`config.mk`:
```
export PLATFORM = sky130hd
export DESIGN_NAME = flash_host_ctrl
export DESIGN_NICKNAME = d
export VERILOG_FILES = /design/src/hw/cmd_rom.v /design/src/hw/flash_host_ctrl.v
export VERILOG_INCLUDE_DIRS = /design/src /design/src/hw
export SDC_FILE = /design/constraint.sdc
export NUM_CORES = 1
export LEC_CHECK = 0
export ABC_CLOCK_PERIOD_IN_PS = 6930
export BUFFER_PORTS_ARGS = -buffer_cell sky130_fd_sc_hd__buf_2
export CORE_AREA = 2 2 173 175
export DETAILED_ROUTE_END_ITERATION = 8
export DIE_AREA = 0 0 175 177
export PLACE_DENSITY = 0.44
export REMOVE_ABC_BUFFERS = 1
export SLEW_MARGIN = 10
export SYNTH_ARGS = -nofsm -noshare
export SYNTH_HDL_FRONTEND = slang
export SYNTH_SLANG_ARGS = --single-unit
```
`constraint.sdc`:
```
create_clock -name sys_clk_i -period 6.93 [get_ports sys_clk_i]
set_clock_uncertainty 0.05 [all_clocks]
set_input_delay 0.693 -clock sys_clk_i [delete_from_list [all_inputs] [get_ports sys_clk_i]]
set_output_delay 0.693 -clock sys_clk_i [all_outputs]
set_load 0.01 [all_outputs]
```
`src/hw/flash_guard_defs.vh`:
```
`ifndef FLASH_GUARD_DEFS_VH
`define FLASH_GUARD_DEFS_VH

// ****************************************************************
// command addresses and codes
// ****************************************************************
`define UNLOCK_ADDR_1      20'h05555
`define UNLOCK_ADDR_2      20'h02AAA
`define GEN_QUERY_ADDR     20'h00055
`define UNLOCK_CODE_1      8'hAA
`define UNLOCK_CODE_2      8'h55
`define CODE_PROGRAM       8'hA0
`define CODE_ERASE_SETUP   8'h80
`define CODE_CHIP_ERASE    8'h10
`define CODE_SECTOR_ERASE  8'h30
`define CODE_BLOCK_ERASE   8'h50
`define CODE_SEC_PROGRAM   8'hA5
`define CODE_SEC_LOCK      8'h85
`define CODE_ID_ENTRY      8'h90
`define CODE_QUERY_ENTRY   8'h98
`define CODE_SECID_ENTRY   8'h88
`define CODE_EXIT          8'hF0
`define UPPER_BYTE_FILL    8'h00

// ****************************************************************
// identification and security space addresses
// ****************************************************************
`define ID_MAKER_ADDR      20'h00000
`define ID_PART_ADDR       20'h00001
`define SEC_FACTORY_BASE   20'h00000
`define SEC_USER_BASE      20'h00008
`define SEC_LOCK_DATA      16'h0000

// ****************************************************************
// protected boot block (32 KWord)
// ****************************************************************
`define BOOT_BOTTOM_LO     20'h00000
`define BOOT_BOTTOM_HI     20'h07FFF
`define BOOT_TOP_LO        20'hF8000
`define BOOT_TOP_HI        20'hFFFFF

// ****************************************************************
// bus timing
// ****************************************************************
`define CLK_PERIOD_NS      40
`define WE_PULSE_NS        80
`define WE_PULSE_CYC       ((`WE_PULSE_NS + `CLK_PERIOD_NS - 1) / `CLK_PERIOD_NS)
`define READ_CYCLE_NS      120
`define READ_CYCLE_CYC     ((`READ_CYCLE_NS + `CLK_PERIOD_NS - 1) / `CLK_PERIOD_NS)
`define RESET_PULSE_NS     1000
`define RESET_PULSE_CYC    ((`RESET_PULSE_NS + `CLK_PERIOD_NS - 1) / `CLK_PERIOD_NS)
`define RESET_READ_NS      1000
`define RESET_READ_CYC     ((`RESET_READ_NS + `CLK_PERIOD_NS - 1) / `CLK_PERIOD_NS)
`define CNT_W              8

`endif

```
`src/hw/cmd_rom.v`:
```
`timescale 1ns/10ps
// ****************************************************************
// command step table: registered address/data for step of a command
// ****************************************************************
`include "flash_guard_defs.vh"
module cmd_rom (
  // clock
  input  wire        sys_clk_i,
  // lookup
  input  wire [3:0]  op_i,
  input  wire [2:0]  step_i,
  output reg  [19:0] addr_o,
  output reg  [7:0]  code_o
);
  // op codes: 0 program 1 chip 2 sector 3 block 4 secid 5 id 6 query
  //           7 gen query 8 exit 9 short exit 10 sec program 11 sec lock
  reg [19:0] a_next;
  reg [7:0]  c_next;

  always @* begin
    a_next = `UNLOCK_ADDR_1;
    c_next = `UNLOCK_CODE_1;
    case (step_i)
      3'h0: begin
        if (op_i == 4'h7) begin
          a_next = `GEN_QUERY_ADDR;
          c_next = `CODE_QUERY_ENTRY;
        end else if (op_i == 4'h9) begin
          a_next = 20'h00000;
          c_next = `CODE_EXIT;
        end
      end
      3'h1: begin
        a_next = `UNLOCK_ADDR_2;
        c_next = `UNLOCK_CODE_2;
      end
      3'h2: begin
        case (op_i)
          4'h0:    c_next = `CODE_PROGRAM;
          4'h1,
          4'h2,
          4'h3:    c_next = `CODE_ERASE_SETUP;
          4'h4:    c_next = `CODE_SECID_ENTRY;
          4'h5:    c_next = `CODE_ID_ENTRY;
          4'h6:    c_next = `CODE_QUERY_ENTRY;
          4'hA:    c_next = `CODE_SEC_PROGRAM;
          4'hB:    c_next = `CODE_SEC_LOCK;
          default: c_next = `CODE_EXIT;
        endcase
      end
      3'h4: begin
        a_next = `UNLOCK_ADDR_2;
        c_next = `UNLOCK_CODE_2;
      end
      3'h5: begin
        case (op_i)
          4'h2:    c_next = `CODE_SECTOR_ERASE;
          4'h3:    c_next = `CODE_BLOCK_ERASE;
          default: c_next = `CODE_CHIP_ERASE;
        endcase
      end
      default: begin
        a_next = `UNLOCK_ADDR_1;
        c_next = `UNLOCK_CODE_1;
      end
    endcase
  end

  always @(posedge sys_clk_i) begin
    addr_o <= a_next;
    code_o <= c_next;
  end
endmodule

```
`src/hw/flash_host_ctrl.v`:
```
`timescale 1ns/10ps
`include "flash_guard_defs.vh"
module flash_host_ctrl (
  // clock and reset
  input  wire        sys_clk_i,
  input  wire        reset_n_i,
  // user request
  input  wire        req_i,
  input  wire [3:0]  op_i,
  input  wire        rd_i,
  input  wire [19:0] addr_i,
  input  wire [15:0] wdata_i,
  input  wire        top_boot_i,
  input  wire        protect_i,
  input  wire        flash_reset_req_i,
  input  wire        supply_ok_i,
  output reg         busy_o,
  output reg         done_o,
  output reg         refused_o,
  output reg  [15:0] rdata_o,
  output reg  [2:0]  mode_o,
  output reg         reissue_o,
  // flash pins
  output reg  [19:0] fl_addr_o,
  input  wire [15:0] fl_dq_i,
  output reg  [15:0] fl_dq_o,
  output reg         fl_dq_oe_o,
  output reg         fl_ce_n_o,
  output reg         fl_oe_n_o,
  output reg         fl_we_n_o,
  output reg         fl_wp_n_o,
  output reg         fl_wp_n_oe_o,
  output reg         fl_rst_n_o
);
  // ****************************************************************
  // states and modes
  // ****************************************************************
  localparam ST_IDLE  = 3'h0;
  localparam ST_SETUP = 3'h1;
  localparam ST_WE    = 3'h2;
  localparam ST_REC   = 3'h3;
  localparam ST_READ  = 3'h4;
  localparam ST_POLL  = 3'h5;
  localparam ST_RST   = 3'h6;
  localparam ST_RWAIT = 3'h7;
  localparam M_ARRAY  = 3'h0;
  localparam M_ID     = 3'h1;
  localparam M_QUERY  = 3'h2;
  localparam M_SECID  = 3'h3;

  // ****************************************************************
  // pin synchronisers
  // ****************************************************************
  reg [15:0] dq_s1_reg;
  reg [15:0] dq_s2_reg;
  reg        sup_s1_reg;
  reg        sup_s2_reg;
  always @(posedge sys_clk_i) begin
    dq_s1_reg  <= fl_dq_i;
    dq_s2_reg  <= dq_s1_reg;
    sup_s1_reg <= supply_ok_i;
    sup_s2_reg <= sup_s1_reg;
  end

  // ****************************************************************
  // command table
  // ****************************************************************
  reg  [3:0]  op_reg;
  reg  [2:0]  step_reg;
  wire [19:0] rom_addr;
  wire [7:0]  rom_code;
  wire [3:0]  rom_op;
  wire [2:0]  rom_step;
  cmd_rom u_rom (
    .sys_clk_i (sys_clk_i),
    .op_i      (rom_op),
    .step_i    (rom_step),
    .addr_o    (rom_addr),
    .code_o    (rom_code)
  );

  reg [2:0]          state_reg;
  reg [`CNT_W-1:0]   cnt_reg;
  reg [19:0]         taddr_reg;
  reg [15:0]         tdata_reg;
  reg                lock_reg;
  reg                act_reg;
  reg                tog_reg;
  reg                tog_ok_reg;

  // total writes of each command; last write carries the user address for ops 0, 2, 3, 10 and 11
  wire [2:0] n_writes  = (op_reg == 4'h0 || op_reg >= 4'hA) ? 3'h4 :
                         (op_reg <= 4'h3) ? 3'h6 :
                         (op_reg == 4'h7 || op_reg == 4'h9) ? 3'h1 :
                         3'h3;
  wire       last_user = (op_reg == 4'h0) || (op_reg == 4'h2) || (op_reg == 4'h3) ||
                         (op_reg >= 4'hA);

  wire in_boot = top_boot_i ? (addr_i >= `BOOT_TOP_LO) : (addr_i <= `BOOT_BOTTOM_HI);
  // refuse writes into protected block, factory security half, locked user space
  wire bad_req = (protect_i && in_boot && (op_i == 4'h0 || op_i == 4'h2 ||
                  op_i == 4'h3)) ||
                 (protect_i && op_i == 4'h1) ||
                 (lock_reg && op_i == 4'hA) ||
                 (op_i == 4'hA && addr_i < `SEC_USER_BASE) ||
                 (op_i >= 4'hC) || !sup_s2_reg;
  wire is_last   = (step_reg == n_writes - 3'h1);
  wire long_op   = (op_reg <= 4'h3) || (op_reg == 4'hA);
  // only program words carry user data; an erase ends with its command code
  wire        user_data = is_last && (op_reg == 4'h0 || op_reg == 4'hA);
  wire [19:0] wr_addr = (is_last && last_user) ? taddr_reg : rom_addr;
  wire [15:0] wr_data = user_data ? tdata_reg :
                        (is_last && op_reg == 4'hB) ? `SEC_LOCK_DATA :
                        {`UPPER_BYTE_FILL, rom_code};
  // table is registered: feed it the step that the next cycle uses
  assign rom_op   = (state_reg == ST_IDLE) ? op_i : op_reg;
  assign rom_step = (state_reg == ST_IDLE) ? 3'h0 :
                    (state_reg == ST_REC && !is_last) ? step_reg + 3'h1 : step_reg;

  always @(posedge sys_clk_i) begin
    done_o    <= 1'b0;
    refused_o <= 1'b0;
    if (!reset_n_i) begin
      state_reg    <= ST_RST;
      cnt_reg      <= {`CNT_W{1'b0}};
      op_reg       <= 4'h0;
      step_reg     <= 3'h0;
      taddr_reg    <= 20'h00000;
      tdata_reg    <= 16'h0000;
      lock_reg     <= 1'b0;
      act_reg      <= 1'b0;
      tog_reg      <= 1'b0;
      tog_ok_reg   <= 1'b0;
      busy_o       <= 1'b1;
      rdata_o      <= 16'h0000;
      mode_o       <= M_ARRAY;
      reissue_o    <= 1'b0;
      fl_addr_o    <= 20'h00000;
      fl_dq_o      <= 16'h0000;
      fl_dq_oe_o   <= 1'b0;
      fl_ce_n_o    <= 1'b1;
      fl_oe_n_o    <= 1'b1;
      fl_we_n_o    <= 1'b1;
      fl_wp_n_o    <= 1'b0;
      fl_wp_n_oe_o <= 1'b0;
      fl_rst_n_o   <= 1'b0;
    end else begin
      fl_wp_n_oe_o <= protect_i;
      case (state_reg)
        ST_RST: begin
          if (cnt_reg == `RESET_PULSE_CYC - 1) begin
            cnt_reg    <= {`CNT_W{1'b0}};
            fl_rst_n_o <= 1'b1;
            reissue_o  <= act_reg;
            act_reg    <= 1'b0;
            mode_o     <= M_ARRAY;
            state_reg  <= ST_RWAIT;
          end else begin
            cnt_reg <= cnt_reg + 1'b1;
          end
        end
        ST_RWAIT: begin
          if (cnt_reg == `RESET_READ_CYC - 1) begin
            cnt_reg   <= {`CNT_W{1'b0}};
            busy_o    <= 1'b0;
            state_reg <= ST_IDLE;
          end else begin
            cnt_reg <= cnt_reg + 1'b1;
          end
        end
        ST_IDLE: begin
          if (req_i && !flash_reset_req_i) begin
            op_reg    <= op_i;
            taddr_reg <= addr_i;
            tdata_reg <= wdata_i;
            step_reg  <= 3'h0;
            if (!rd_i && bad_req) begin
              refused_o <= 1'b1;
              done_o    <= 1'b1;
            end else begin
              busy_o    <= 1'b1;
              reissue_o <= 1'b0;
              state_reg <= rd_i ? ST_READ : ST_SETUP;
            end
          end
        end
        ST_SETUP: begin
          // table output is registered and valid here; address and data go out on the same edge as the write strobe
          fl_addr_o  <= wr_addr;
          fl_dq_o    <= wr_data;
          fl_dq_oe_o <= 1'b1;
          fl_oe_n_o  <= 1'b1;
          fl_ce_n_o  <= 1'b0;
          fl_we_n_o  <= 1'b0;
          cnt_reg    <= {`CNT_W{1'b0}};
          state_reg  <= ST_WE;
        end
        ST_WE: begin
          if (cnt_reg == `WE_PULSE_CYC - 1) begin
            fl_we_n_o <= 1'b1;
            cnt_reg   <= {`CNT_W{1'b0}};
            state_reg <= ST_REC;
          end else begin
            cnt_reg <= cnt_reg + 1'b1;
          end
        end
        ST_REC: begin
          // deselect only after the strobe has risen, so the word latches while selected
          fl_ce_n_o  <= 1'b1;
          fl_dq_oe_o <= 1'b0;
          if (!is_last) begin
            step_reg  <= step_reg + 3'h1;
            state_reg <= ST_SETUP;
          end else if (long_op) begin
            act_reg    <= 1'b1;
            tog_ok_reg <= 1'b0;
            state_reg  <= ST_POLL;
          end else if (cnt_reg == `READ_CYCLE_CYC - 1) begin
            case (op_reg)
              4'h4:       mode_o <= M_SECID;
              4'h5:       mode_o <= M_ID;
              4'h6, 4'h7: mode_o <= M_QUERY;
              4'hB:       lock_reg <= 1'b1;
              default:    mode_o <= M_ARRAY;
            endcase
            cnt_reg   <= {`CNT_W{1'b0}};
            busy_o    <= 1'b0;
            done_o    <= 1'b1;
            state_reg <= ST_IDLE;
          end else begin
            cnt_reg <= cnt_reg + 1'b1;
          end
        end
        ST_POLL: begin
          // toggle reads: finish when bit 6 repeats on two reads
          fl_addr_o <= taddr_reg;
          fl_ce_n_o <= 1'b0;
          fl_oe_n_o <= 1'b0;
          if (cnt_reg == `READ_CYCLE_CYC + 1) begin
            cnt_reg    <= {`CNT_W{1'b0}};
            fl_oe_n_o  <= 1'b1;
            fl_ce_n_o  <= 1'b1;
            tog_reg    <= dq_s2_reg[6];
            tog_ok_reg <= 1'b1;
            if (tog_ok_reg && tog_reg == dq_s2_reg[6] && !flash_reset_req_i) begin
              act_reg   <= 1'b0;
              busy_o    <= 1'b0;
              done_o    <= 1'b1;
              state_reg <= ST_IDLE;
            end
          end else begin
            cnt_reg <= cnt_reg + 1'b1;
          end
        end
        ST_READ: begin
          fl_addr_o <= taddr_reg;
          fl_ce_n_o <= 1'b0;
          fl_oe_n_o <= 1'b0;
          fl_we_n_o <= 1'b1;
          if (cnt_reg == `READ_CYCLE_CYC + 1) begin
            cnt_reg   <= {`CNT_W{1'b0}};
            rdata_o   <= dq_s2_reg;
            fl_oe_n_o <= 1'b1;
            fl_ce_n_o <= 1'b1;
            busy_o    <= 1'b0;
            done_o    <= 1'b1;
            state_reg <= ST_IDLE;
          end else begin
            cnt_reg <= cnt_reg + 1'b1;
          end
        end
        default: begin
          state_reg <= ST_IDLE;
        end
      endcase
      // flash reset is taken in idle or while an operation is being polled
      if (flash_reset_req_i && (state_reg == ST_IDLE || state_reg == ST_POLL)) begin
        busy_o     <= 1'b1;
        fl_rst_n_o <= 1'b0;
        fl_ce_n_o  <= 1'b1;
        fl_oe_n_o  <= 1'b1;
        cnt_reg    <= {`CNT_W{1'b0}};
        state_reg  <= ST_RST;
      end
    end
  end
endmodule

```
* Word level (Yosys, flattened, before mapping)
Memories as Yosys holds them, arrays and structs flattened.
Cells that the tools add are included.
** Word-level totals
- Memories kept :: 1
- Output and inout port bits :: 66
- Logic and storage cells :: 240
- Register bits :: 185
- Bits of input ports :: 64
- Bits in read-only memories :: 96
** Memory list
- (name not given) :: words 16, width 6, rd ports 1, clocked after Yosys merged registers in 0, write ports 0, line cmd_rom.v:38 : case (op_i)
** Cells by class
- Bitwise gates (word level) :: 2
- $lt $le $gt $ge :: 6
- Reduce and logical (&&, ||, !) cells :: 68
- $add $sub $neg :: 3
- Equality and inequality tests :: 49
- Muxes and demuxes :: 81
** Operator list (number)
- one-hot mux 20 bit (2 select lines) :: 2
- 2-to-1 mux 8 bit :: 8
- 2-to-1 mux 3 bit :: 21
- 2-to-1 mux 20 bit :: 2
- one-hot mux 8 bit (5 select lines) :: 1
- one-hot mux 8 bit (4 select lines) :: 1
- 2-to-1 mux 1 bit :: 27
- inequality test 2 bit (second input constant) :: 13
- equality test 4 x 2 -> 1 bit (second input constant) :: 6
- one-hot mux 3 bit (8 select lines) :: 1
- equality test 4 x 3 -> 1 bit (second input constant) :: 5
- equality test 4 bit (second input constant) :: 5
- >= comparator 20 bit (second input constant) :: 1
- less-or-equal comparator 20 x 15 -> 1 bit (second input constant) :: 1
- less-than comparator 20 x 4 -> 1 bit (second input constant) :: 1
- equality test 3 bit (second input constant) :: 6
- 2-to-1 mux 16 bit :: 1
- logical OR 1 bit :: 15
- 2-to-1 mux 15 bit :: 1
- logical AND 1 bit :: 14
- one-hot mux 7 bit (2 select lines) :: 1
- one-hot mux 3 bit (2 select lines) :: 2
- one-hot mux 3 bit (4 select lines) :: 1
- AND reduction 2 bit :: 6
- 37 further kinds :: 67

* Longest topological paths before layout
- Depth after elaboration :: 14
- Depth in mapped cells :: 9
- Gate-level depth less buffers :: 9

* By module
Synthesis repeated with hierarchy kept, for this count alone.
** Unflattened totals
- Cell total of the unflattened synthesis :: 794
- Area total of the unflattened synthesis :: 6754.0 um2
** By module, submodules not included
- flash_host_ctrl :: area an instance 6117.1 um2, instances 1, cells an instance 720, seq. area each 3123.0 um2
- cmd_rom :: area an instance 636.9 um2, instances 1, cells an instance 74, seq. area each 200.2 um2

* Worst setup path before layout
Ideal clock, no wire load.
- Kind :: input-to-reg
- Start :: input addr_i[16]
- End :: register state_reg[2]
- Required time :: 6759 ps
- Cell stages on the path :: 7
- Setup time :: 121 ps
- Slack :: 4433 ps
- Buffers on the path :: 0
- Data arrival time :: 2327 ps
- Cells stage by stage :: or4_1 > nor4_1 > a21oi_1 > o21ai_0 > o21ai_0 > nand2_1 > mux2_2
** On the way
- Cells in the longest elaborated chain, start to end :: 12
- Elaborated cells on any way between the ends :: 15
- Classes of those cells :: order compare: 3; eq/ne: 1; mux: 1; reduce/logical: 10
** RTL lines
- start, declared :: line flash_host_ctrl.v:11 : input wire [19:0] addr_i,
- less-or-equal comparator 20 x 15 -> 1 bit (no source line) or >= comparator 20 bit (tied branches)
- 2-to-1 mux 1 bit :: line flash_host_ctrl.v:99 : wire in_boot = top_boot_i ? (addr_i >= `BOOT_TOP_LO) : (addr_i <= `BOOT_BOTTOM_HI);
- logical AND 1 bit (2 in a row) :: line flash_host_ctrl.v:101 : wire bad_req = (protect_i && in_boot && (op_i == 4'h0 || op_i == 4'h2 ||
- logical OR 1 bit :: line flash_host_ctrl.v:102 : op_i == 4'h3)) ||
- logical OR 1 bit :: line flash_host_ctrl.v:103 : (protect_i && op_i == 4'h1) ||
- logical OR 1 bit (*) (3 in a row) :: line flash_host_ctrl.v:101
- logical AND 1 bit (*) :: line flash_host_ctrl.v:177 : if (!rd_i && bad_req) begin
- inequality test 2 bit (no source line) (*)
- AND reduction 9 bit (no source line) (*)
- end signal, assigned :: line flash_host_ctrl.v:183 : state_reg <= rd_i ? ST_READ : ST_SETUP;
- end, declared :: line flash_host_ctrl.v:82 : reg [2:0] state_reg;
Mark *: on every way between the ends. The rest lies on a longest branch, timed or not.
A chain may end at the register's enable or synchronous reset.

* Worst setup path after layout
- Start :: register op_reg[3]
- End :: register cnt_reg[3]
** On the way
- Cells in the longest elaborated chain, start to end :: 9
- Elaborated cells on any way between the ends :: 17
- Classes of those cells :: add/sub: 1; order compare: 2; eq/ne: 6; mux: 3; reduce/logical: 5
** RTL lines
- start, declared :: line flash_host_ctrl.v:68 : reg [3:0] op_reg;
- start signal, assigned :: line flash_host_ctrl.v:173 : op_reg <= op_i;
- equality test 4 x 3 -> 1 bit or equality test 4 bit (tied branches) :: line flash_host_ctrl.v:94 : (op_reg == 4'h7 || op_reg == 4'h9) ? 3'h1 :
- logical OR 1 bit :: line flash_host_ctrl.v:94
- 2-to-1 mux 2 bit :: line flash_host_ctrl.v:94
- 2-to-1 mux 3 bit :: line flash_host_ctrl.v:93 : (op_reg <= 4'h3) ? 3'h6 :
- 2-to-1 mux 3 bit :: line flash_host_ctrl.v:92 : wire [2:0] n_writes = (op_reg == 4'h0 || op_reg >= 4'hA) ? 3'h4 :
- subtractor 3 x 1 -> 3 bit :: line flash_host_ctrl.v:107 : wire is_last = (step_reg == n_writes - 3'h1);
- equality test 3 bit :: line flash_host_ctrl.v:107
- inequality test 2 bit (no source line)
- AND reduction 3 bit (no source line) (*)
- end signal, assigned :: line flash_host_ctrl.v:125 : cnt_reg <= {`CNT_W{1'b0}};
- end signal, assigned :: line flash_host_ctrl.v:152 : cnt_reg <= {`CNT_W{1'b0}};
- end signal, assigned :: line flash_host_ctrl.v:159 : cnt_reg <= cnt_reg + 1'b1;
- end, declared :: line flash_host_ctrl.v:83 : reg [`CNT_W-1:0] cnt_reg;
Marked as above.

==> results.toml <==
[clock_tree]
htree_levels = 4
cts_setup_buffers = 0
numCtsBuffers = 17
root_buffer = "clkbuf_16"
cts.sinks = 166
postCtsHoldBufs = 0
ctsResizeCount = 0
cts_tree = "done"
clock_latency_ns = 0.44
clk_pin_slew_worst_paths_ns = 0.07
clk_path_buf_depth = 2

[yosys]
ys_ff_latch = 166
synth_cells = 750
synth.distinct_cells = 71
synth-edff-count = 0
avgSynthCellArea_sq_um = 8.79
yosysWarnings = 0
mappedNetlistArea_sq_um = 6590
async_reset_ff_share_pct = 0
synth-main-ff-cell = "dfxtp_1"
synth-seq-area-share_pct = 50.4

[timing]
fin_crit_ns = 3.32
drv_slew = 0
setup_violations = 0
fin_crit_sh_pct = 47.9
layout_setup_ws_ns = 3.61
fmax_mhz = 301
max-slew-margin-rel_pct = 24.6
rsz0062_at_grt = "false"
worst_pin_slew_ns = 1.12
hold_violations = 0
tns_ns = 0

[route]
post_drt_wl_per_cell_um = 15.5
drt_iter0_drc = 315
drt-total-wl_um = 19500
via_per_inst = 4.49
antenna_left = 0
via_count = 5665
drc = 0
drtPass1Iterations = 5

[place]
hpwl_um = 12600
dpl_worst_slack_ns = 3.60
port_buffers = 127
gp_congestion = 0.811

[die]
std_cell_rows = 63
die_x_um = 175
die_area_sq_um = 31000
io_pins = 130
core_area_sq_um = 29200
die_h_um = 177
initial_core_util_pct = 22.5

[worst_setup_path]
endpoint_kind = "register"
path_class = "reg -> reg"
required_ns = 7.23
arrival_ns = 3.62
critPathMaxFanout = 15
critPathLaunchType = "register"
reg2reg_depth = 7

[pwr]
p_per_area_nw_per_um2 = 250
pwr-share-clk_pct = 48.7
comb_power_share_pct = 3.4
p_sw_uw = 497
vdd_drop_max_mv = 0.132
netSwitchingFraction_pct = 24.4
p_leak_nw = 3.21
internal_power_mw = 1.54
p_seq_share_pct = 47.9
power.total_mw = 2.04

[global_routing]
grt_max_degree = 79
grt.total_usage_pct = 12.6
grt_pass1_vias = 5428
grt_pass1_wl_um = 30500
antenna_found_initial = 3
grt-ovfl-total = 0

[worst_hold_path]
hold-path-cell-count = 0
hold_class = "reg -> reg"

[finish]
syn2layout_area_growth_pct = 24.0
drive_gt1_share_pct = 22.1
nNetsFinal = 926

[flow_run]
cap_viol_max_count = 0

[status]
outcome = "complete, no violations"
## worst max-delay path: stages (launching register included)
cell     delay (ns)
dfxtp_1        0.63
nor2b_2        0.11
a22o_1         0.26
a22o_1         0.26
o211a_1        0.31
o21ai_0        0.90
o21ai_1        0.47
a21oi_1        0.24
## worst paths after layout
check	start	endpoint	slack (ns)
max reg2reg	op_reg[3]	cnt_reg[3]	3.61
min	dq_s1_reg[15]	dq_s2_reg[15]	0.28
min reg2reg	dq_s1_reg[15]	dq_s2_reg[15]	0.28
max	op_reg[3]	cnt_reg[3]	3.61
## layer usage
layer | part of all wire, % | track usage (%)
met3 | 6.8 | 4.32
met1 | 48 | 16.7
met5 | 0.21 | 0
met2 | 44 | 19.5
met4 | 0.90 | 3.61
## cell type report
cell class	instances	area [sq um]
repair buffers	133	681
diodes	1	2.50
clock buffers	17	425
well taps	390	488
clock inverters	15	181
multi-input cells	526	3030
fillers	3181	21100
inverters	13	48.8
flip-flops and latches	166	3320
## power by group through the flow
stage                     clock (mW)  combinational, mW  sequential (mW)
after floorplan                    0             0.0293            0.997
after global placement             0             0.0695            0.999
after detailed placement           0             0.0691            0.999
after CTS                       1.03             0.0696            0.977
after global routing            1.06             0.0766            0.979
final                          0.995             0.0688            0.977
## cells in the mapped netlist, drive strengths merged (2+ instances only)
cell type	count	area, sq um
o211ai	4	35.0
nor3	10	50.1
a31oi	9	56.3
nand4	6	37.5
a22oi	2	15.0
a31o	4	35.0
xnor2	4	35.0
nand3	24	120
nand2	138	518
and3b	3	26.3
o31ai	3	22.5
a211o	2	17.5
or4	6	45.0
xor2	3	26.3
nand2b	5	31.3
a221oi	6	52.6
nor4	7	58.8
clkbuf	31	116
ha	5	62.6
and2	3	18.8
a21oi	85	429
o21a	3	23.8
o311ai	2	35.0
o22ai	6	37.5
dfxtp	166	3320
o21ai	47	239
inv	12	45.0
mux2	4	45.0
nor2	54	208
mux2i	39	394
buf	15	85.1
a22o	2	17.5
nor2b	4	27.5
or3	4	25.0
and3	6	37.5
nor4b	3	32.5
o2111ai	3	26.3
## cells in the final DEF (no fill, tap or decap), types with 3 or more instances in the layout
cell type    n
dfxtp_1    166
nand2_1    137
buf_2      127
a21oi_1     84
nor2_1      52
o21ai_0     44
mux2i_1     38
nand3_1     24
clkbuf_16   17
inv_1       12
nor3_1      10
a31oi_1      9
and3_1       6
nor4_1       6
o22ai_1      6
nand4_1      6
or4_1        6
a221oi_1     6
buf_4        6
nand2b_1     5
ha_1         5
inv_8        5
xnor2_1      4
mux2_2       4
a31o_2       4
or3_1        4
inv_6        4
o211ai_1     3
nor2b_1      3
and3b_1      3
o31ai_1      3
o2111ai_1    3
xor2_1       3
## per-stage QoR
stage	area [sq um]	hold WS [ns]	instances	utilization, %
detailed placement	7570	0.262	1228	25.9
finish	8180	0.277	1261	28.0
CTS	8180	0.279	1260	28.0
global route	8180	0.282	1260	28.0
floorplan	6400	0.260	705	-
global placement	7570	0.260	1228	25.9
## cell families (layout without fill, tap and decap cells)
logic type,Yosys count,in the layout,synth area share [%]
AOI/OAI and AO/OA,191,191,17.9
xor gates and xnor gates,7,7,0.930
adders and majority gates,5,5,0.949
buffers and inverters,59,178,3.79
DFF,166,166,50.4
muxes,43,43,6.66
other,1,3,0.0569
and+or+nand+nor,278,278,19.3
Note: power is estimated with default switching activity, not from simulation.
